[src/verilog/drive_select_pkg.sv]
package drive_select_pkg;

    // Register offsets (byte addresses, one word each)
    localparam logic [7:0] FUNC_CODE_BASE = 8'h00;
    localparam logic [7:0] SET_COND_OFS = 8'h30;
    localparam logic [7:0] STOP_SEL_OFS = 8'h34;
    localparam logic [7:0] NET_SHUTOFF_OFS = 8'h38;
    localparam logic [7:0] STATUS_OFS = 8'h3c;

    // Terminal count and function codes
    localparam int NUM_TERMINALS = 12;
    localparam logic [7:0] CODE_SECOND_SET = 8'h03;
    localparam logic [7:0] CODE_THIRD_SET = 8'h09;
    localparam logic [7:0] CODE_SHUTOFF = 8'h18;
    localparam logic [7:0] CODE_NONE_RESET = 8'hff;

    // Selection condition values
    localparam logic [7:0] COND_IMMEDIATE = 8'h00;
    localparam logic [7:0] COND_CONST_SPEED = 8'h0a;
    localparam logic [7:0] SET_COND_RESET = COND_IMMEDIATE;

    // Stop selection values and ranges
    localparam logic [13:0] STOP_RAMP = 14'h270f;
    localparam logic [13:0] STOP_RAMP_RUNDIR = 14'h22b8;
    localparam logic [13:0] STOP_TIMED_MAX = 14'h0064;
    localparam logic [13:0] STOP_OFFSET = 14'h03e8;
    localparam logic [13:0] STOP_OFFSET_MAX = 14'h044c;
    localparam logic [13:0] STOP_SEL_RESET = STOP_RAMP;

    // Timing: the coast delay unit is one second
    localparam int CLK_HZ = 10_000_000;
    localparam int DELAY_UNIT_S = 1;
    localparam int SECOND_CYCLES_DEFAULT = CLK_HZ * DELAY_UNIT_S;

    // Parameter set selection
    localparam logic [1:0] SET_FIRST = 2'h0;
    localparam logic [1:0] SET_SECOND = 2'h1;
    localparam logic [1:0] SET_THIRD = 2'h2;

    typedef enum logic [2:0] {
        ST_IDLE = 3'b000,
        ST_RUN = 3'b001,
        ST_DELAY = 3'b010,
        ST_COAST = 3'b011,
        ST_RAMP = 3'b100
    } stop_state_t;

endpackage : drive_select_pkg
[src/verilog/drive_input_function_select.sv]
// What this block does
// - Output shutoff is taken from any terminal holding code 24 as well as its own terminal.
// - An active output shutoff stops the output whatever the operation mode.
// - Second set select turns on the second set, third set select the third set.
// - With the selection condition at 0 the chosen set applies as soon as its select is on.
// - With the selection condition at 10 the chosen set applies only at constant speed.
// - Third set select is taken from any terminal holding code 9.
// - Second set select sits on its own terminal and on any terminal holding code 3.
// - A selected alternate set replaces ramp times, boost, base frequency and stall limits.
// - A select switches every function that has an alternate at once, not one item.
// - Stop selection 9999 or 0 to 100 makes input a forward start and input b reverse start.
// - Stop selection 8888 or 1000 to 1100 makes input a run and input b direction.
// - Stop selection 0 to 100 coasts the motor that many seconds after start goes off.
// - Stop selection 1000 to 1100 coasts the motor after the setting minus 1000 seconds.
// - Stop selection 9999 ramps the motor down when the start command goes off.
`timescale 1ns/1ps
module drive_input_function_select
    import drive_select_pkg::*;
#(
    parameter int SECOND_CYCLES = SECOND_CYCLES_DEFAULT
) (
    // Clock and reset
    input wire logic clk,
    input wire logic rst_n,
    // Dedicated and assignable input terminals
    input wire logic output_shutoff_in,
    input wire logic second_set_select,
    input wire logic start_input_a,
    input wire logic start_input_b,
    input wire logic [NUM_TERMINALS-1:0] terminal_in,
    // Drive status from the speed loop
    input wire logic accel_decel_active,
    // Register port
    input wire logic [7:0] reg_addr,
    input wire logic [31:0] reg_wdata,
    input wire logic reg_write,
    input wire logic reg_read,
    output logic [31:0] reg_rdata,
    // Decoded commands
    output logic output_shutoff,
    output logic [1:0] active_set,
    output logic alt_set_applied,
    output logic run_cmd,
    output logic dir_reverse,
    output logic coast_stop,
    output logic ramp_stop
);

    // Every register of the block in one record
    typedef struct packed {
        // Two-stage pin synchroniser
        logic [NUM_TERMINALS+3:0] sync1;
        logic [NUM_TERMINALS+3:0] sync2;

        // Software settings
        logic [NUM_TERMINALS-1:0][7:0] func_code;
        logic [7:0] set_cond;
        logic [13:0] stop_sel;
        logic net_shutoff;

        // Start and stop sequencer
        stop_state_t state;
        logic [6:0] delay_left;
        logic [23:0] tick;

        // Registered outputs
        logic [31:0] rdata;
        logic shutoff;
        logic [1:0] set_sel;
        logic dir_rev;
    } regs_t;

    // Current and next register record
    regs_t r;
    regs_t next_r;

    // Synchronised pin view, read only from the second flop
    logic [NUM_TERMINALS-1:0] term_sync;
    logic shutoff_pin;
    logic second_pin;
    logic start_a;
    logic start_b;

    // Function sources after terminal decoding
    logic shutoff_any;
    logic second_any;
    logic third_any;

    // Stop selection decode
    logic run_dir_mode;
    logic timed_plain;
    logic timed_offset;
    logic [6:0] delay_secs;

    // Start inputs after mode decoding
    logic start_on;
    logic start_rev;

    // Coast delay timing and status readback
    logic sec_done;
    logic [31:0] status_word;

    // True if any assignable terminal with the given code is on
    // Several terminals may carry one function; their inputs are ORed
    function automatic logic code_active(
        input logic [NUM_TERMINALS-1:0][7:0] codes,
        input logic [NUM_TERMINALS-1:0] pins,
        input logic [7:0] code
    );
        logic hit;
        hit = 1'b0;

        // A terminal counts only while its pin is on
        for (int i = 0; i < NUM_TERMINALS; i++) begin
            hit = hit | (pins[i] & (codes[i] == code));
        end

        return hit;
    endfunction : code_active

    // Assignable terminals after the second sync stage
    assign term_sync = r.sync2[NUM_TERMINALS-1:0];

    // Dedicated terminals after the second sync stage
    assign shutoff_pin = r.sync2[NUM_TERMINALS];
    assign second_pin = r.sync2[NUM_TERMINALS+1];
    assign start_a = r.sync2[NUM_TERMINALS+2];
    assign start_b = r.sync2[NUM_TERMINALS+3];

    // Function sources from terminals and software
    always_comb begin
        // Dedicated pin, communication bit and any code 24 terminal
        shutoff_any = shutoff_pin | r.net_shutoff
            | code_active(r.func_code, term_sync, CODE_SHUTOFF);

        // Dedicated pin or any code 3 terminal
        second_any = second_pin
            | code_active(r.func_code, term_sync, CODE_SECOND_SET);

        // No dedicated pin, code 9 terminals only
        third_any = code_active(r.func_code, term_sync, CODE_THIRD_SET);
    end

    // Stop selection decode
    always_comb begin
        // Plain timed coast, 0 to 100 seconds
        timed_plain = (r.stop_sel <= STOP_TIMED_MAX);

        // Offset timed coast, 1000 to 1100
        timed_offset = (r.stop_sel >= STOP_OFFSET) && (r.stop_sel <= STOP_OFFSET_MAX);

        // Run and direction inputs for the offset range and 8888
        run_dir_mode = timed_offset || (r.stop_sel == STOP_RAMP_RUNDIR);

        // Delay in seconds; both ranges fit seven bits
        if (timed_offset) begin
            delay_secs = 7'(r.stop_sel - STOP_OFFSET);
        end else begin
            delay_secs = 7'(r.stop_sel);
        end
    end

    // Start inputs into run and direction
    always_comb begin
        if (run_dir_mode) begin
            // Input a runs, input b picks reverse
            start_on = start_a;
            start_rev = start_b;
        end else begin
            // One input alone runs; both or none stop
            start_on = start_a ^ start_b;
            start_rev = start_b;
        end
    end

    // Last clock of one second of coast delay
    assign sec_done = (r.tick == 24'(SECOND_CYCLES - 1));

    // Status word layout, read only
    always_comb begin
        status_word = 32'h0;
        status_word[1:0] = r.set_sel; // Active set
        status_word[2] = r.shutoff; // Output shut off
        status_word[5:3] = r.state; // Sequencer state
        status_word[6] = r.dir_rev; // Reverse direction
        status_word[13:7] = r.delay_left; // Seconds left
    end

    // Next state of every register
    always_comb begin
        // Hold everything unless changed below
        next_r = r;

        // Pins into the first flop, first flop into the second
        next_r.sync1 = {start_input_b, start_input_a, second_set_select,
            output_shutoff_in, terminal_in};
        next_r.sync2 = r.sync1;

        // Shutoff from every source, registered once
        next_r.shutoff = shutoff_any;

        // Read data stand one cycle only, zero otherwise
        next_r.rdata = 32'h0;

        // Alternate set choice; third wins when both selects are on
        // Registered so every set item switches on one edge
        if (third_any) begin
            next_r.set_sel = SET_THIRD;
        end else if (second_any) begin
            next_r.set_sel = SET_SECOND;
        end else begin
            next_r.set_sel = SET_FIRST;
        end

        // Register writes
        if (reg_write) begin
            // Code words sit at every fourth byte below the settings
            if (reg_addr < SET_COND_OFS && reg_addr[1:0] == 2'h0) begin
                next_r.func_code[reg_addr[5:2]] = reg_wdata[7:0];
            end else begin
                // Settings words; status and unmapped writes are dropped
                case (reg_addr)
                    SET_COND_OFS: next_r.set_cond = reg_wdata[7:0];
                    STOP_SEL_OFS: next_r.stop_sel = reg_wdata[13:0];
                    NET_SHUTOFF_OFS: next_r.net_shutoff = reg_wdata[0];
                    default: next_r.net_shutoff = r.net_shutoff;
                endcase
            end
        end

        // Register reads, data in the next cycle only
        if (reg_read) begin
            // Code words read back in the low byte
            if (reg_addr < SET_COND_OFS && reg_addr[1:0] == 2'h0) begin
                next_r.rdata = {24'h0, r.func_code[reg_addr[5:2]]};
            end else begin
                // Settings and status; unmapped reads give zero
                case (reg_addr)
                    SET_COND_OFS: next_r.rdata = {24'h0, r.set_cond};
                    STOP_SEL_OFS: next_r.rdata = {18'h0, r.stop_sel};
                    NET_SHUTOFF_OFS: next_r.rdata = {31'h0, r.net_shutoff};
                    STATUS_OFS: next_r.rdata = status_word;
                    default: next_r.rdata = 32'h0;
                endcase
            end
        end

        // Coast delay counter idles at zero
        next_r.tick = 24'h0;

        // Start and stop sequencing
        case (r.state)
            // Stopped or stopping: a start runs unless shut off
            ST_IDLE, ST_COAST, ST_RAMP: begin
                if (start_on && !shutoff_any) begin
                    next_r.state = ST_RUN;
                    // Direction taken with the start
                    next_r.dir_rev = start_rev;
                end
            end

            // Running: direction follows the inputs
            ST_RUN: begin
                next_r.dir_rev = start_rev;
                if (shutoff_any) begin
                    // Shutoff always lets the motor coast
                    next_r.state = ST_COAST;
                end else if (!start_on) begin
                    if (timed_plain || timed_offset) begin
                        // Timed stop counts down before coasting
                        next_r.state = ST_DELAY;
                        next_r.delay_left = delay_secs;
                    end else begin
                        // Other settings ramp down
                        next_r.state = ST_RAMP;
                    end
                end
            end

            // Timed delay: a new start cancels it
            ST_DELAY: begin
                if (shutoff_any) begin
                    // Shutoff ends the delay at once
                    next_r.state = ST_COAST;
                end else if (start_on) begin
                    // Start again before the delay runs out
                    next_r.state = ST_RUN;
                    next_r.dir_rev = start_rev;
                end else if (r.delay_left == 7'h0) begin
                    // Delay spent, let the motor coast
                    next_r.state = ST_COAST;
                end else if (sec_done) begin
                    // One more second gone
                    next_r.delay_left = r.delay_left - 7'h1;
                end else begin
                    // Count clocks of the current second
                    next_r.tick = r.tick + 24'h1;
                end
            end

            // Unused codes fall back to stopped
            default: next_r.state = ST_IDLE;
        endcase
    end

    // State register; reset loads only constants
    always_ff @(posedge clk) begin
        if (!rst_n) begin
            // Outputs, synchroniser and sequencer clear
            r <= '0;

            // Settings take their power-up values
            r.func_code <= {NUM_TERMINALS{CODE_NONE_RESET}};
            r.set_cond <= SET_COND_RESET;
            r.stop_sel <= STOP_SEL_RESET;
            r.state <= ST_IDLE;
        end else begin
            r <= next_r;
        end
    end

    // Register read data
    assign reg_rdata = r.rdata;

    // Shutoff and parameter set outputs
    assign output_shutoff = r.shutoff;
    assign active_set = r.set_sel;

    // One flag switches all alternate items together
    // Condition 10 holds the alternate back while speed ramps
    assign alt_set_applied = (r.set_sel != SET_FIRST)
        && ((r.set_cond != COND_CONST_SPEED) || !accel_decel_active);

    // Run command and direction
    assign run_cmd = (r.state == ST_RUN);
    assign dir_reverse = r.dir_rev;

    // Stop method; the timed delay still shows a ramp
    assign coast_stop = (r.state == ST_COAST);
    assign ramp_stop = (r.state == ST_RAMP) || (r.state == ST_DELAY);

endmodule : drive_input_function_select

[config.mk]
export PLATFORM = sky130hd
export DESIGN_NAME = drive_input_function_select
export DESIGN_NICKNAME = d
export VERILOG_FILES = /design/src/verilog/drive_select_pkg.sv /design/src/verilog/drive_input_function_select.sv
export SDC_FILE = /design/constraint.sdc
export NUM_CORES = 1
export LEC_CHECK = 0
export ABC_AREA = 1
export BUFFER_PORTS_ARGS = -buffer_cell sky130_fd_sc_hd__buf_2
export CAP_MARGIN = 20
export CORE_AREA = 2 2 142 144
export CTS_CLUSTER_SIZE = 24
export DETAILED_ROUTE_END_ITERATION = 6
export DIE_AREA = 0 0 144 146
export GPL_ROUTABILITY_DRIVEN = 0
export PLACE_DENSITY = 0.71
export SLEW_MARGIN = 20
export SYNTH_ARGS = -nofsm -noshare
export SYNTH_HDL_FRONTEND = slang
export SYNTH_SLANG_ARGS = --single-unit
[constraint.sdc]
create_clock -name clk -period 2.7 [get_ports clk]
set_input_delay 0.405 -clock clk [delete_from_list [all_inputs] [get_ports clk]]
set_output_delay 0.405 -clock clk [all_outputs]
set_load 0.005 [all_outputs]
==> reports/metrics.yaml <==
place:
  place_area_um2: 10300
  io_buffer_count: 64
  dpl.cell_count: 1650
  dp_hpwl_um: 19040
floorplan:
  std_cell_rows: 51
  start_util_pct: 51.62
  die_area_um2: 21020
  coreArea_um2: 19330
  ioPinCount: 101
  die_x_um: 144
  die_h_um: 146
sta:
  fin_setup_tns_ns: 0
  timing.final.crit_share_pct: 79.75
  finClkSkew_ns: 0.01956
  fmax_mhz: 464.4
  max-slew-margin-rel_pct: 42.06
  grt_setup_unrepaired: "false"
  drv_slew: 0
  worst_pin_slew_ns: 0.8681
  holdWs_ns: 0.06848
  setup_viol: 0
  period_minus_slack_ns: 2.153
  hold_viol_final: 0
worst_setup_path:
  arrival_ns: 1.75
  cp_slowest_cell: "dfxtp_1"
  critical_path_buf_inv_count: 3
  worst_setup_path_start_kind: "flop"
  cpMostUsedCell: "inv_1"
  crit_chain: "inv_1 > nand2_1 > nor2_1 > inv_1 > o21ai_0 > buf_2"
  cpPeakStageDelay_ns: 0.31
  endpoint_kind: "output pin"
  cp_data_required_time_ns: 2.30
  worst_path_dominant_cell_family: "buffers and inverters"
  crit_type: "flop to output pin"
  cp_max_fo: 7
global_routing:
  grt_start_max_net_pins: 143
  gr-total-overflow: 0
  grt_pass1_wl_um: 43400
  grt_util_all_layers_pct: 25.76
  antenna_found_initial: 0
  first_global_vias: 8306
yosys:
  netlist_instances: 1383
  synthTopCellsByArea: "dfxtp_1 41%, nand2_1 11%, o211ai_1 7.9%"
  yosysTopAreaCell: "dfxtp_1"
  ys.flop_type: "dfxtp_1"
  synth_edf_count: 0
  synth_warnings: 0
  avgSynthCellArea_um2: 7.217
  async_flop_share_pct: 0
  ys_types: 55
  synth_top_cell_area_share_pct: 40.72
  netlist_area_um2: 9981
  synth-seq-area-share_pct: 40.72
  synth_seq_cells: 203
clocking:
  hold_buffers: 0
  postCtsSetupBuffers: 0
  cts_resized: 0
  numClockSinks: 203
  numCtsBuffers: 23
  clkTransAtPathRegs_ns: 0.06
  cts.path.max_buffers: 3
  cts_tree: "done"
  clk_latency_ns: 0.52
  htreeDepth: 1
  cts_root_buf: "clkbuf_16"
cells_and_area:
  final_area_um2: 11150
  num-nets-final: 1475
  final_common_cell: "nand2_1"
  n_antenna_cell: 0
  final_cells: 1687
  final_cell_mix: "304 x nand2_1, 203 x dfxtp_1, 165 x inv_1, 141 x nor2_1, 105 x o211ai_1"
  syn_to_final_growth_pct: 11.76
  drive_gt1_share_pct: 11.60
pwr:
  peakVddDrop_uv: 397.5
  powerDensity_nw_per_um2: 646.3
  fin_total_pwr_mw: 7.209
  leakagePower_nw: 5.494
flow_run:
  max_cap_viol_count: 0
run_status:
  status: "finished, final reports clean"
min_path:
  worstHoldPathType: "input pin to flop"
drt:
  routedWlPerCell_um: 16.23
  dr.pass1.iters: 6
  drc: 0
  vias: 9244
  viasPerCell: 5.480
  drtIter0Drc: 1074
  drt-total-wl_um: 27380
  ant_nets: 0
## state kept, by name (all words and copies together) (netlist names)
name,flops
dir_reverse,1
output_shutoff,1
next_r,16
reg_rdata,14
active_set,2
r,169
## path summary, 6_finish.rpt
kind,cells past startpoint,end,slack [ns],start
setup / recovery,6,ramp_stop,0.55,r[69]
hold / removal,3,next_r[195],0.07,terminal_in[6]
setup reg to reg,10,r[62],0.64,r[36]
hold reg to reg,2,r[191],0.41,next_r[191]
## metal layers
| layer | track usage [%] | wire (µm) | part of all wire, % |
|---|---|---|---|
| met1 | 36.30 | 11890 | 43 |
| met2 | 39.64 | 12060 | 44 |
| met3 | 4.705 | 2686 | 9.8 |
| met4 | 8.725 | 744 | 2.7 |
| met5 | 0 | 0 | 0 |
## power breakdown
part	total, mW	internal (mW)	switching [mW]
Clock	3.56	2.32	1.23
Combinational	0.558	0.170	0.388
Sequential	3.09	3.05	0.0456
## stage by stage
| stage | util [%] | worst slack, ns |
|---|---|---|
| floorplan | - | 0.9278 |
| global placement | 53.25 | 0.5337 |
| detailed placement | 53.25 | 0.4491 |
| CTS | 57.69 | 0.5242 |
| global route | 57.69 | 0.4479 |
| finish | 57.69 | 0.5468 |
## cell families (layout without fill, tap and decap cells)
logic type / after synthesis / count (layout) / synth area share (%)
AOI/OAI and AO/OA: 264 / 264 / 17.27
xor gates and xnor gates: 11 / 11 / 0.9654
adders and majority gates: 4 / 4 / 0.5015
buffers and inverters: 265 / 287 / 11.70
DFF: 203 / 203 / 40.72
other: 1 / 18 / 0.03757
and+or+nand+nor: 635 / 635 / 28.81
## synthesized netlist by cell type (all sizes together) (13+ instances only)
| library cell | instances |
|---|---|
| nor2 | 160 |
| nand2 | 307 |
| nor4 | 13 |
| nand3 | 79 |
| o22ai | 20 |
| buf | 52 |
| nor3 | 35 |
| dfxtp | 203 |
| inv | 173 |
| nand4 | 25 |
| o21ai | 57 |
| o211ai | 105 |
| a21oi | 45 |
| clkbuf | 40 |
## worst reg2reg max path: cells and delay by family (launching register included)
family | cells | cell delay [ns]
AO/OA/AOI/OAI | 3 | 0.47
adder cells (fa/ha/maj) | 1 | 0.21
buffers and inverters | 1 | 0.08
flip-flops | 1 | 0.35
AND/OR/NAND/NOR | 5 | 0.83
## cell type report
class / instances / area [µm²]
clock buffers: 28 / 634.4
clock inverters: 9 / 224.0
fillers: 1833 / 8180
inverters: 173 / 651.9
multi-input cells: 932 / 4816
flip-flops and latches: 203 / 4064
well taps: 265 / 331.6
repair buffers: 77 / 432.9
Note: power is estimated with default switching activity, not from simulation.
